--- src/logic/dgp_params.svh ---
// Purpose: Constants of the dual GPIO port block: register indexes, field positions, reset values.
// Assumes: Register byte address is four times the index.
// Notes:   Definitions only.
`ifndef DGP_PARAMS_SVH
`define DGP_PARAMS_SVH

// Register indexes
`define DGP_IDX_NAR_LATCH  12'h009
`define DGP_IDX_WIDE_LATCH 12'h00b
`define DGP_IDX_NAR_PIN    12'h016
`define DGP_IDX_WIDE_PIN   12'h018
`define DGP_IDX_NAR_DIR    12'hf23
`define DGP_IDX_WIDE_DIR   12'hf25
`define DGP_IDX_NAR_PU     12'hf30
`define DGP_IDX_NAR_FUNC   12'hf3d
`define DGP_IDX_WIDE_FUNC  12'hf3f
`define DGP_IDX_NAR_DRIVE  12'hf4a
`define DGP_IDX_WIDE_DRIVE 12'hf4c
`define DGP_IDX_ROUTE      12'hf60

// Field positions
`define DGP_NAR_LSB        0
`define DGP_WIDE_LSB       4
`define DGP_WFUNC_LSB      4
`define DGP_ROUTE_NAR_SWAP 0
`define DGP_ROUTE_WIDE_SWAP 1
`define DGP_ROUTE_SIO_SEL  2

// Reset values
`define DGP_RST_NAR        2'h0
`define DGP_RST_WIDE       4'h0
`define DGP_RST_WFUNC      3'h0
`define DGP_RST_ROUTE      3'h0

`endif

--- src/logic/dgp_pkg.sv ---
// Purpose: Types shared by the dual GPIO port block.
// Assumes: dgp_params.svh holds the numbers.
// Notes:   Register decode lives here since both bus paths use it.
`include "dgp_params.svh"

package dgp_pkg;

	// Register selector after address decode
	typedef enum logic [3:0] {
		DGP_REG_NONE       = 4'h0,
		DGP_REG_NAR_LATCH  = 4'h1,
		DGP_REG_WIDE_LATCH = 4'h2,
		DGP_REG_NAR_PIN    = 4'h3,
		DGP_REG_WIDE_PIN   = 4'h4,
		DGP_REG_NAR_DIR    = 4'h5,
		DGP_REG_WIDE_DIR   = 4'h6,
		DGP_REG_NAR_PU     = 4'h7,
		DGP_REG_NAR_FUNC   = 4'h8,
		DGP_REG_WIDE_FUNC  = 4'h9,
		DGP_REG_NAR_DRIVE  = 4'ha,
		DGP_REG_WIDE_DRIVE = 4'hb,
		DGP_REG_ROUTE      = 4'hc
	} dgp_reg_t;

	typedef enum logic [1:0] {
		DGP_RESP_OKAY   = 2'h0,
		DGP_RESP_SLVERR = 2'h2
	} dgp_resp_t;

	// Per-pin settings handed to a pin cell
	typedef struct packed {
		logic dir;
		logic latch;
		logic func_en;
		logic func_out;
		logic open_drain;
		logic pullup_en;
	} dgp_pin_cfg_t;

	// Per-pin results of a pin cell
	typedef struct packed {
		logic out;
		logic oe;
		logic pullup_on;
		logic rd;
	} dgp_pin_drv_t;

	// Word index to register selector
	function automatic dgp_reg_t dgp_decode(input logic [11:0] idx);
		unique case (idx)
			`DGP_IDX_NAR_LATCH:  return DGP_REG_NAR_LATCH;
			`DGP_IDX_WIDE_LATCH: return DGP_REG_WIDE_LATCH;
			`DGP_IDX_NAR_PIN:    return DGP_REG_NAR_PIN;
			`DGP_IDX_WIDE_PIN:   return DGP_REG_WIDE_PIN;
			`DGP_IDX_NAR_DIR:    return DGP_REG_NAR_DIR;
			`DGP_IDX_WIDE_DIR:   return DGP_REG_WIDE_DIR;
			`DGP_IDX_NAR_PU:     return DGP_REG_NAR_PU;
			`DGP_IDX_NAR_FUNC:   return DGP_REG_NAR_FUNC;
			`DGP_IDX_WIDE_FUNC:  return DGP_REG_WIDE_FUNC;
			`DGP_IDX_NAR_DRIVE:  return DGP_REG_NAR_DRIVE;
			`DGP_IDX_WIDE_DRIVE: return DGP_REG_WIDE_DRIVE;
			`DGP_IDX_ROUTE:      return DGP_REG_ROUTE;
			default:             return DGP_REG_NONE;
		endcase
	endfunction

endpackage

--- src/logic/dgp_pin_cell.sv ---
// Purpose: Output driver, pull-up gate and read-back of one port pin.
// Assumes: Pin level arrives synchronous to the system clock.
// Notes:   Open drain never drives high; the wire pull-up or board supplies the high level.
module dgp_pin_cell
	import dgp_pkg::*;
#(
	parameter bit HAS_PULLUP = 1'b1
)
(
	input  dgp_pin_cfg_t cfg,
	input  wire logic    pin_in,
	output dgp_pin_drv_t drv
);

	logic value;

	// Function output replaces the latch when selected
	assign value = cfg.func_en ? cfg.func_out : cfg.latch;

	////////////////////////////////////////////////////////////////////////////////
	// Drive, pull-up and read-back
	always_comb
	begin
		drv.oe        = cfg.dir && !(cfg.open_drain && value);
		drv.out       = cfg.dir && !cfg.open_drain && value;
		drv.pullup_on = HAS_PULLUP && cfg.pullup_en && (!cfg.dir || cfg.open_drain);
		drv.rd        = (!cfg.dir || cfg.open_drain) ? pin_in : 1'b0;
	end

endmodule // dgp_pin_cell

--- src/logic/dgp_top.sv ---
// Purpose: Two-bit UART port and four-bit upper-nibble serial port with AXI4-Lite registers.
// Assumes: Pins and peripheral signals are synchronous to clock; one bus access of each kind at a time.
// Notes:   Receive outputs idle high while the routed pin is an output.
`include "dgp_params.svh"

module dgp_top
	import dgp_pkg::*;
#(
	parameter int ADDR_W = 16,
	parameter int NAR_W  = 2,
	parameter int WIDE_W = 4
)
(
	input  wire logic              clock,
	input  wire logic              rst,
	input  wire logic [ADDR_W-1:0] s_axi_awaddr,
	input  wire logic              s_axi_awvalid,
	output logic                   s_axi_awready,
	input  wire logic [31:0]       s_axi_wdata,
	input  wire logic [3:0]        s_axi_wstrb,
	input  wire logic              s_axi_wvalid,
	output logic                   s_axi_wready,
	output logic [1:0]             s_axi_bresp,
	output logic                   s_axi_bvalid,
	input  wire logic              s_axi_bready,
	input  wire logic [ADDR_W-1:0] s_axi_araddr,
	input  wire logic              s_axi_arvalid,
	output logic                   s_axi_arready,
	output logic [31:0]            s_axi_rdata,
	output logic [1:0]             s_axi_rresp,
	output logic                   s_axi_rvalid,
	input  wire logic              s_axi_rready,
	input  wire logic [NAR_W-1:0]  narrow_pin_in,
	output logic [NAR_W-1:0]       narrow_pin_out,
	output logic [NAR_W-1:0]       narrow_pin_oe,
	output logic [NAR_W-1:0]       narrow_pullup_on,
	input  wire logic [WIDE_W-1:0] wide_pin_in,
	output logic [WIDE_W-1:0]      wide_pin_out,
	output logic [WIDE_W-1:0]      wide_pin_oe,
	input  wire logic              second_uart_transmit,
	output logic                   second_uart_receive,
	input  wire logic              first_uart_transmit,
	output logic                   first_uart_receive,
	input  wire logic              sync_serial_clock,
	input  wire logic              sync_serial_data_out,
	output logic                   sync_serial_data_in
);

	// Control registers
	logic [NAR_W-1:0]  nar_latch_q;
	logic [NAR_W-1:0]  nar_dir_q;
	logic [NAR_W-1:0]  nar_func_q;
	logic [NAR_W-1:0]  nar_drive_q;
	logic [NAR_W-1:0]  nar_pu_q;
	logic [WIDE_W-1:0] wide_latch_q;
	logic [WIDE_W-1:0] wide_dir_q;
	logic [2:0]        wide_func_q;
	logic [WIDE_W-1:0] wide_drive_q;
	logic [2:0]        route_q;

	// Bus slave state
	logic              aw_full_q;
	logic [11:0]       aw_idx_q;
	logic              w_full_q;
	logic [31:0]       wdata_q;
	logic              wstrb0_q;
	logic              bvalid_q;
	logic [1:0]        bresp_q;
	logic              rvalid_q;
	logic [31:0]       rdata_q;
	logic [1:0]        rresp_q;
	logic              wr_fire;
	logic              wr_en;
	dgp_reg_t          wr_sel;
	dgp_reg_t          rd_sel;
	logic [7:0]        rd_byte;

	// Pin cell wiring
	dgp_pin_cfg_t      nar_cfg  [NAR_W];
	dgp_pin_drv_t      nar_drv  [NAR_W];
	dgp_pin_cfg_t      wide_cfg [WIDE_W];
	dgp_pin_drv_t      wide_drv [WIDE_W];
	logic [NAR_W-1:0]  nar_rd;
	logic [WIDE_W-1:0] wide_rd;
	logic [WIDE_W-1:0] wide_fen;
	logic [WIDE_W-1:0] wide_fout;
	logic              nar_swap;
	logic              wide_swap;
	logic              sio_sel;

	assign nar_swap  = route_q[`DGP_ROUTE_NAR_SWAP];
	assign wide_swap = route_q[`DGP_ROUTE_WIDE_SWAP];
	assign sio_sel   = route_q[`DGP_ROUTE_SIO_SEL];

	////////////////////////////////////////////////////////////////////////////////
	// Write channel: address and data taken in either order, committed together
	assign s_axi_awready = !aw_full_q && !bvalid_q;
	assign s_axi_wready  = !w_full_q && !bvalid_q;
	assign s_axi_bvalid  = bvalid_q;
	assign s_axi_bresp   = bresp_q;
	assign wr_fire       = aw_full_q && w_full_q;
	assign wr_sel        = dgp_decode(aw_idx_q);
	assign wr_en         = wr_fire && wstrb0_q;         // Registers live in byte lane 0 only

	always_ff @(posedge clock)
	begin
		if (rst)
		begin
			aw_full_q <= 1'b0;
			aw_idx_q  <= 12'h000;
			w_full_q  <= 1'b0;
			wdata_q   <= 32'h0000_0000;
			wstrb0_q  <= 1'b0;
			bvalid_q  <= 1'b0;
			bresp_q   <= DGP_RESP_OKAY;
		end
		else
		begin
			if (s_axi_awvalid && s_axi_awready)
			begin
				aw_full_q <= 1'b1;
				aw_idx_q  <= s_axi_awaddr[13:2];
			end
			if (s_axi_wvalid && s_axi_wready)
			begin
				w_full_q <= 1'b1;
				wdata_q  <= s_axi_wdata;
				wstrb0_q <= s_axi_wstrb[0];
			end
			if (wr_fire)
			begin
				aw_full_q <= 1'b0;
				w_full_q  <= 1'b0;
				bvalid_q  <= 1'b1;
				bresp_q   <= (wr_sel == DGP_REG_NONE) ? DGP_RESP_SLVERR : DGP_RESP_OKAY;
			end
			else if (bvalid_q && s_axi_bready)
			begin
				bvalid_q <= 1'b0;
			end
		end
	end

	////////////////////////////////////////////////////////////////////////////////
	// Narrow port registers; only the implemented bits are stored
	always_ff @(posedge clock)
	begin
		if (rst)
		begin
			nar_latch_q <= `DGP_RST_NAR;
			nar_dir_q   <= `DGP_RST_NAR;
			nar_func_q  <= `DGP_RST_NAR;
			nar_drive_q <= `DGP_RST_NAR;
			nar_pu_q    <= `DGP_RST_NAR;
		end
		else if (wr_en)
		begin
			unique case (wr_sel)
				DGP_REG_NAR_LATCH: nar_latch_q <= wdata_q[`DGP_NAR_LSB +: NAR_W];
				DGP_REG_NAR_DIR:   nar_dir_q   <= wdata_q[`DGP_NAR_LSB +: NAR_W];
				DGP_REG_NAR_FUNC:  nar_func_q  <= wdata_q[`DGP_NAR_LSB +: NAR_W];
				DGP_REG_NAR_DRIVE: nar_drive_q <= wdata_q[`DGP_NAR_LSB +: NAR_W];
				DGP_REG_NAR_PU:    nar_pu_q    <= wdata_q[`DGP_NAR_LSB +: NAR_W];
				default:           nar_latch_q <= nar_latch_q;
			endcase
		end
	end

	////////////////////////////////////////////////////////////////////////////////
	// Wide port and routing registers; low nibble is stored only by the routing register
	always_ff @(posedge clock)
	begin
		if (rst)
		begin
			wide_latch_q <= `DGP_RST_WIDE;
			wide_dir_q   <= `DGP_RST_WIDE;
			wide_func_q  <= `DGP_RST_WFUNC;
			wide_drive_q <= `DGP_RST_WIDE;
			route_q      <= `DGP_RST_ROUTE;
		end
		else if (wr_en)
		begin
			unique case (wr_sel)
				DGP_REG_WIDE_LATCH: wide_latch_q <= wdata_q[`DGP_WIDE_LSB +: WIDE_W];
				DGP_REG_WIDE_DIR:   wide_dir_q   <= wdata_q[`DGP_WIDE_LSB +: WIDE_W];
				DGP_REG_WIDE_FUNC:  wide_func_q  <= wdata_q[`DGP_WFUNC_LSB +: 3];
				DGP_REG_WIDE_DRIVE: wide_drive_q <= wdata_q[`DGP_WIDE_LSB +: WIDE_W];
				DGP_REG_ROUTE:      route_q      <= wdata_q[2:0];
				default:            route_q      <= route_q;
			endcase
		end
	end

	////////////////////////////////////////////////////////////////////////////////
	// Read channel: one read in flight, data captured at the address edge
	assign s_axi_arready = !rvalid_q;
	assign s_axi_rvalid  = rvalid_q;
	assign s_axi_rdata   = rdata_q;
	assign s_axi_rresp   = rresp_q;
	assign rd_sel        = dgp_decode(s_axi_araddr[13:2]);

	// Read mux; unused positions fill with zero
	always_comb
	begin
		rd_byte = 8'h00;
		unique case (rd_sel)
			DGP_REG_NAR_LATCH:  rd_byte[`DGP_NAR_LSB +: NAR_W]    = nar_latch_q;
			DGP_REG_NAR_PIN:    rd_byte[`DGP_NAR_LSB +: NAR_W]    = nar_rd;
			DGP_REG_NAR_DIR:    rd_byte[`DGP_NAR_LSB +: NAR_W]    = nar_dir_q;
			DGP_REG_NAR_PU:     rd_byte[`DGP_NAR_LSB +: NAR_W]    = nar_pu_q;
			DGP_REG_NAR_FUNC:   rd_byte[`DGP_NAR_LSB +: NAR_W]    = nar_func_q;
			DGP_REG_NAR_DRIVE:  rd_byte[`DGP_NAR_LSB +: NAR_W]    = nar_drive_q;
			DGP_REG_WIDE_LATCH: rd_byte[`DGP_WIDE_LSB +: WIDE_W]  = wide_latch_q;
			DGP_REG_WIDE_PIN:   rd_byte[`DGP_WIDE_LSB +: WIDE_W]  = wide_rd;
			DGP_REG_WIDE_DIR:   rd_byte[`DGP_WIDE_LSB +: WIDE_W]  = wide_dir_q;
			DGP_REG_WIDE_FUNC:  rd_byte[`DGP_WFUNC_LSB +: 3]      = wide_func_q;
			DGP_REG_WIDE_DRIVE: rd_byte[`DGP_WIDE_LSB +: WIDE_W]  = wide_drive_q;
			DGP_REG_ROUTE:      rd_byte[2:0]                      = route_q;
			default:            rd_byte = 8'h00;
		endcase
	end

	always_ff @(posedge clock)
	begin
		if (rst)
		begin
			rvalid_q <= 1'b0;
			rdata_q  <= 32'h0000_0000;
			rresp_q  <= DGP_RESP_OKAY;
		end
		else if (s_axi_arvalid && s_axi_arready)
		begin
			rvalid_q <= 1'b1;
			rdata_q  <= {24'h00_0000, rd_byte};
			rresp_q  <= (rd_sel == DGP_REG_NONE) ? DGP_RESP_SLVERR : DGP_RESP_OKAY;
		end
		else if (rvalid_q && s_axi_rready)
		begin
			rvalid_q <= 1'b0;
		end
	end

	////////////////////////////////////////////////////////////////////////////////
	// Narrow port pins: both carry the second UART transmit when function is set
	generate
		for (genvar i = 0; i < NAR_W; i++)
		begin : g_nar
			assign nar_cfg[i] = '{dir: nar_dir_q[i], latch: nar_latch_q[i], func_en: nar_func_q[i],
			                      func_out: second_uart_transmit, open_drain: nar_drive_q[i],
			                      pullup_en: nar_pu_q[i]};
			dgp_pin_cell #(.HAS_PULLUP(1'b1)) u_cell (
				.cfg    (nar_cfg[i]),
				.pin_in (narrow_pin_in[i]),
				.drv    (nar_drv[i])
			);
			assign narrow_pin_out[i]   = nar_drv[i].out;
			assign narrow_pin_oe[i]    = nar_drv[i].oe;
			assign narrow_pullup_on[i] = nar_drv[i].pullup_on;
			assign nar_rd[i]           = nar_drv[i].rd;
		end
	endgenerate

	// Receive comes from the upper pin unless swapped; idle high when that pin drives
	assign second_uart_receive = nar_swap ? (nar_dir_q[0] ? 1'b1 : narrow_pin_in[0])
	                                      : (nar_dir_q[1] ? 1'b1 : narrow_pin_in[1]);

	////////////////////////////////////////////////////////////////////////////////
	// Wide port pins: index 0..3 stand for bits 4..7; top pin has no function
	assign wide_fen  = {1'b0, wide_func_q};
	assign wide_fout = {1'b0, sync_serial_clock, first_uart_transmit,
	                    sio_sel ? sync_serial_data_out : first_uart_transmit};

	generate
		for (genvar j = 0; j < WIDE_W; j++)
		begin : g_wide
			assign wide_cfg[j] = '{dir: wide_dir_q[j], latch: wide_latch_q[j], func_en: wide_fen[j],
			                       func_out: wide_fout[j], open_drain: wide_drive_q[j], pullup_en: 1'b0};
			dgp_pin_cell #(.HAS_PULLUP(1'b0)) u_cell (
				.cfg    (wide_cfg[j]),
				.pin_in (wide_pin_in[j]),
				.drv    (wide_drv[j])
			);
			assign wide_pin_out[j] = wide_drv[j].out;
			assign wide_pin_oe[j]  = wide_drv[j].oe;
			assign wide_rd[j]      = wide_drv[j].rd;
		end
	endgenerate

	// First UART receive on bit 5, or bit 4 when swapped; serial data in on bit 5
	assign first_uart_receive  = wide_swap ? (wide_dir_q[0] ? 1'b1 : wide_pin_in[0])
	                                       : (wide_dir_q[1] ? 1'b1 : wide_pin_in[1]);
	assign sync_serial_data_in = wide_dir_q[1] ? 1'b1 : wide_pin_in[1];

	generate
		for (genvar k = 0; k < NAR_W; k++)
		begin : g_nar_chk

		end
		for (genvar m = 0; m < WIDE_W; m++)
		begin : g_wide_chk

		end
	endgenerate
endmodule // dgp_top

--- config.mk ---
export PLATFORM = sky130hd
export DESIGN_NAME = dgp_top
export DESIGN_NICKNAME = d
export VERILOG_FILES = /design/src/logic/dgp_pkg.sv /design/src/logic/dgp_pin_cell.sv /design/src/logic/dgp_top.sv
export VERILOG_INCLUDE_DIRS = /design/src /design/src/logic
export SDC_FILE = /design/constraint.sdc
export NUM_CORES = 1
export LEC_CHECK = 0
export BUFFER_PORTS_ARGS = -buffer_cell sky130_fd_sc_hd__buf_4
export CAP_MARGIN = 30
export CORE_MARGIN = 8
export CORE_UTILIZATION = 45
export DETAILED_ROUTE_END_ITERATION = 12
export GPL_ROUTABILITY_DRIVEN = 0
export PLACE_DENSITY = 0.74
export REMOVE_ABC_BUFFERS = 1
export SYNTH_ARGS = -nofsm -noshare
export SYNTH_HDL_FRONTEND = slang
export SYNTH_HIERARCHICAL = 1
export SYNTH_SLANG_ARGS = --single-unit
--- constraint.sdc ---
create_clock -name clock -period 4.1 [get_ports clock]
set_clock_uncertainty 0.15 [all_clocks]
set_input_delay 0.41 -clock clock [delete_from_list [all_inputs] [get_ports clock]]
set_output_delay 0.41 -clock clock [all_outputs]
set_load 0.05 [all_outputs]
After elaboration in Yosys (flattened, before gate mapping)
Cells that the tools add are included.
{ "totals": {"in_bits": 85, "output_inout_bits": 58, "reg_bits": 64} }
{ "op_classes": {"reduce_logical": 78, "mux": 30, "eq_ne": 46} }
{ "ops": {"columns": ["operator", "n"], "rows": [
  ["== test 12 bit, second input constant", 16],
  ["one-hot mux 4 bit (12 select lines)", 2],
  ["== test 12 x 4 -> 1 bit, second input constant", 4],
  ["== test 12 x 5 -> 1 bit, second input constant", 4],
  ["== test 4 bit, second input constant", 10],
  ["logical AND 1 bit", 35],
  ["== test 4 x 3 -> 1 bit, second input constant", 7],
  ["two-way mux 1 bit", 23],
  ["logical NOT 1 bit", 22],
  ["AND reduction 2 bit", 10],
  ["one-hot mux 3 bit (5 select lines)", 1],
  ["one-hot mux 2 bit (7 select lines)", 1],
  ["== test 4 x 2 -> 1 bit, second input constant", 3],
  ["== test 4 x 1 -> 1 bit, second input constant", 2],
  ["logical NOT 4 bit", 2],
  ["logical OR 1 bit", 6],
  ["two-way mux 2 bit", 2],
  ["one-hot mux 1 bit (4 select lines)", 1],
  ["nonzero test 2 bit", 2],
  ["OR reduction 2 bit", 1]
]} }

Depth between registers and ports, before layout
{ "logic_depth": {"word_depth": 5, "mapped_depth": 7, "mapped_depth_nobuf": 6} }

By module
Netlist, hierarchy kept.
{ "by_module_without_submodules": {"columns": ["module", "cells_per_inst", "instances", "area_each_um2", "seq_area_each_um2"], "rows": [
  ["dgp_top", 417, 1, 3410.8, 1221.2],
  ["dgp_pin_cell at g_wide[0].u_cell ...", 7, 4, 63.8, 0.0],
  ["dgp_pin_cell at g_nar[0].u_cell ...", 6, 2, 58.8, 0.0]
]} }

Least setup slack after synthesis
Ideal clock, no wire load.
{ "synth_timing": {"kind": "register to register", "from": "register aw_idx_q[5]", "to": "register wide_dir_q[2]", "required_ns": 3.822, "arrival_time_ns": 1.996, "setup_time_ns": 0.128, "period_less_slack_ns": 2.274, "path_stages_with_launch": 7, "slack_ns": 1.826, "cell_sequence": "dfxtp_1 -> or3b_1 -> a211o_1 -> a21o_1 -> a2111oi_4 -> mux2i_1 -> nor2_1"} }
{ "synth_between": {"elab_chain_len": 4} }
{ "synth_lines": {"columns": ["item", "line", "text"], "rows": [
  ["start: declaration", "dgp_top.sv:63", "logic [11:0] aw_idx_q;"],
  ["start signal: assignment", "dgp_top.sv:122", "aw_idx_q <= s_axi_awaddr[13:2];"],
  ["== test 12 bit, or another cell as far along", "dgp_pkg.sv:50", "unique case (idx)"],
  ["one-hot mux 4 bit (12 select lines) *", "dgp_pkg.sv:50", null],
  ["== test 4 x 3 -> 1 bit *", "dgp_top.sv:183", "unique case (wr_sel)"],
  ["AND reduction 2 bit (no source line) *", null, null],
  ["end signal: assignment", "dgp_top.sv:176", "wide_dir_q <= `DGP_RST_WIDE;"],
  ["end signal: assignment", "dgp_top.sv:185", "DGP_REG_WIDE_DIR: wide_dir_q <= wdata_q[`DGP_WIDE_LSB +: WIDE_W];"],
  ["end: declaration", "dgp_top.sv:56", "logic [WIDE_W-1:0] wide_dir_q;"]
]} }
Mark *: on every way between the ends. The rest lies on a longest branch, timed or not.
A chain may end at the register's enable or synchronous reset.

Worst setup path in the final report
{ "layout_timing": {"from": "register aw_idx_q[4]", "to": "register wide_dir_q[2]"} }
The elaborated chain is that of the path after synthesis.

==> flow_metrics.env <==
export IMPL_r2r_slack_ps=1140
export IMPL_grt_use_met3_pct=4.499
export IMPL_min_period_over_period_pct=72.15
export IMPL_io_buffer_count=79
export IMPL_relSlewSlack_pct=55.43
export IMPL_syn_instance_count=449
export IMPL_hold_buffers=0
export IMPL_status="finished, final reports clean"
export IMPL_fmax_mhz=338.1
export IMPL_antenna_cells=0
export IMPL_die_x_um=107.2
export IMPL_cts_setup_buffers=0
export IMPL_num_rows=33
export IMPL_max_cap_violations=0
export IMPL_cts_resized=0
export IMPL_drc=0
export IMPL_holdPathEnd="s_axi_rvalid"
export IMPL_fp_dieH_um=107.2
export IMPL_grt_use_total_pct=16.85
export IMPL_grt_overflow_total=0
export IMPL_cts_tree="built"
export IMPL_area_delta_synth_final_pct=20.95
export IMPL_cts_path_max_buffers=2
export IMPL_yosys_warnings=6
export IMPL_r2r_end="wide_dir_q[2]"
export IMPL_cp_max_fo=12
export IMPL_vias=3488
export IMPL_antenna_found_initial=0
export IMPL_setup_viol=0
export IMPL_crit_required_ps=4150
export IMPL_cp_cell_sequence="or3b_1 > a2111oi_0 > o31ai_1 > a2111oi_4 > mux2i_1 > nor2_1"
export IMPL_drive_gt1_share_pct=22.96
export IMPL_die_area_mm2=0.01148
export IMPL_use_met1_pct=21.57
export IMPL_grt_util_met2_pct=26.17
export IMPL_dr_pass1_iters=5
export IMPL_slowest_stage="a2111oi_0"
export IMPL_power_density_mw_per_mm2=330.0
export IMPL_worst_setup_path_end_kind="flip-flop"
export IMPL_cts_sinks=61
export IMPL_min_path_type="primary input to flip-flop"
export IMPL_slew_viol_final=0
export IMPL_rr_worst_depth=6
export IMPL_crit_buf_inv=0
export IMPL_dpl_cell_area_mm2=0.004297
export IMPL_drt_initial_drc_count=199
export IMPL_cts_htree_levels=3
export IMPL_top_usage_layer="met2"
export IMPL_initial_utilization_pct=45.96
export IMPL_path_clk_slew_ps=70
export IMPL_tightest_slew_ps=667.2
export IMPL_avgSynthCellArea_um2=8.326
export IMPL_critPathArrivalTime_ps=3000
export IMPL_ios=143
export IMPL_hold_viol=0
export IMPL_utilization_pct=55.59
export IMPL_avgViaCountPerCell=5.519
export IMPL_root_buffer="clkbuf_8"
export IMPL_ir_drop_mv=0.1673
export IMPL_whs_path_depth=2
export IMPL_fin_area_mm2=0.004522
export IMPL_final_nets=607
export IMPL_netlist_area_mm2=0.003739
export IMPL_fin_crit_ps=2958
export IMPL_critPathMaxStageDelay_ps=620
export IMPL_cp_start_kind="flip-flop"
export IMPL_worstSetupPathType="flip-flop to flip-flop"
export IMPL_grt_pass1_vias=3329
export IMPL_grt_max_degree=68
export IMPL_clk_latency_ps=330
export IMPL_core_area_mm2=0.008134
export IMPL_r2r_start="aw_idx_q[4]"
export IMPL_postRouteAntennaNets=0
export IMPL_fin_setup_tns_ps=0
export IMPL_rsz0062_at_grt="no"
export IMPL_dpl_hpwl_um=7570
export IMPL_grt_first_pass_wirelength_um=16080
export IMPL_crit_family="compound AO/OA/AOI/OAI gates"
export IMPL_numCtsBuffers=9
export IMPL_min_from="s_axi_rready"
export IMPL_wl_per_cell_um=15.67
export IMPL_cellLeakagePower_nw=1.881
export IMPL_wirelength_um=9901
layer usage:
layer | vias up | share of wire, %
met5 | - | 0
met2 | 135 | 45
met3 | 17 | 7.9
met1 | 1641 | 45
li1 | 1695 | -
met4 | 0 | 1.9
cell type report:
cell class	instances	area, µm²
clock inverters	4	70.07
flip-flops and latches	61	1221
clock buffers	12	155.1
repair buffers	79	593.1
fillers	741	3612
well taps	105	131.4
multi-input cells	370	2347
inverters	1	3.754
worst reg2reg max path: cells and delay by family (launching register included):
family	cells	cell delay, ps
DFF	1	570
muxes	1	270
and+or+nand+nor	2	480
AOI/OAI and AO/OA	3	1360
state kept, by name (all words and copies together), names as in the netlist, 2 cells and up:
register / flops
nar_latch_q: 2
nar_pu_q: 2
wide_latch_q: 4
aw_idx_q: 12
wide_dir_q: 4
wide_drive_q: 4
wdata_q: 7
nar_dir_q: 2
wide_func_q: 3
route_q: 3
nar_func_q: 2
s_axi_rdata: 7
nar_drive_q: 2
per-stage QoR:
| stage | worst slack, ps | instances | power, mW | hold WS, ps |
|---|---|---|---|---|
| 2_1_floorplan | 1719 | 432 | 0.8137 | 279.6 |
| 3_3_place_gp | 1223 | 616 | 0.8976 | 302.3 |
| 3_5_place_dp | 1167 | 616 | 0.9034 | 303.2 |
| 4_1_cts | 1149 | 632 | 1.501 | 99.79 |
| 5_1_grt | 974.3 | 632 | 1.554 | 115.7 |
| 6_report | 1142 | 632 | 1.492 | 108.0 |
worst max path at each step:
stage	start	endpoint	cells after the start
2_1_floorplan	aw_idx_q[4]	wide_dir_q[0]	6
3_3_place_gp	aw_idx_q[4]	wide_dir_q[2]	6
3_5_place_dp	aw_idx_q[4]	wide_dir_q[2]	6
4_1_cts	aw_idx_q[4]	wide_dir_q[2]	6
5_1_grt	aw_idx_q[4]	wide_dir_q[2]	6
6_report	aw_idx_q[4]	wide_dir_q[2]	6
power by group:
part | switching (mW) | internal [mW] | total [mW] | leakage [nW]
sequential | 0.0267 | 0.613 | 0.640 | 0.496
combinational | 0.169 | 0.0834 | 0.253 | 1.27
clock | 0.226 | 0.374 | 0.600 | 0.116
layout by cell type, fill, tap and decap left out, types with 9 or more instances in the layout:
| master | n |
|---|---|
| buf_4 | 79 |
| conb_1 | 29 |
| nor2_1 | 44 |
| mux2i_1 | 28 |
| dfxtp_1 | 61 |
| nand3_1 | 12 |
| and2_1 | 12 |
| nor3_1 | 9 |
| nand2b_1 | 35 |
| clkbuf_8 | 11 |
| nand2_1 | 56 |
| a21oi_1 | 31 |
No activity file was read; power rests on OpenSTA's default activity.
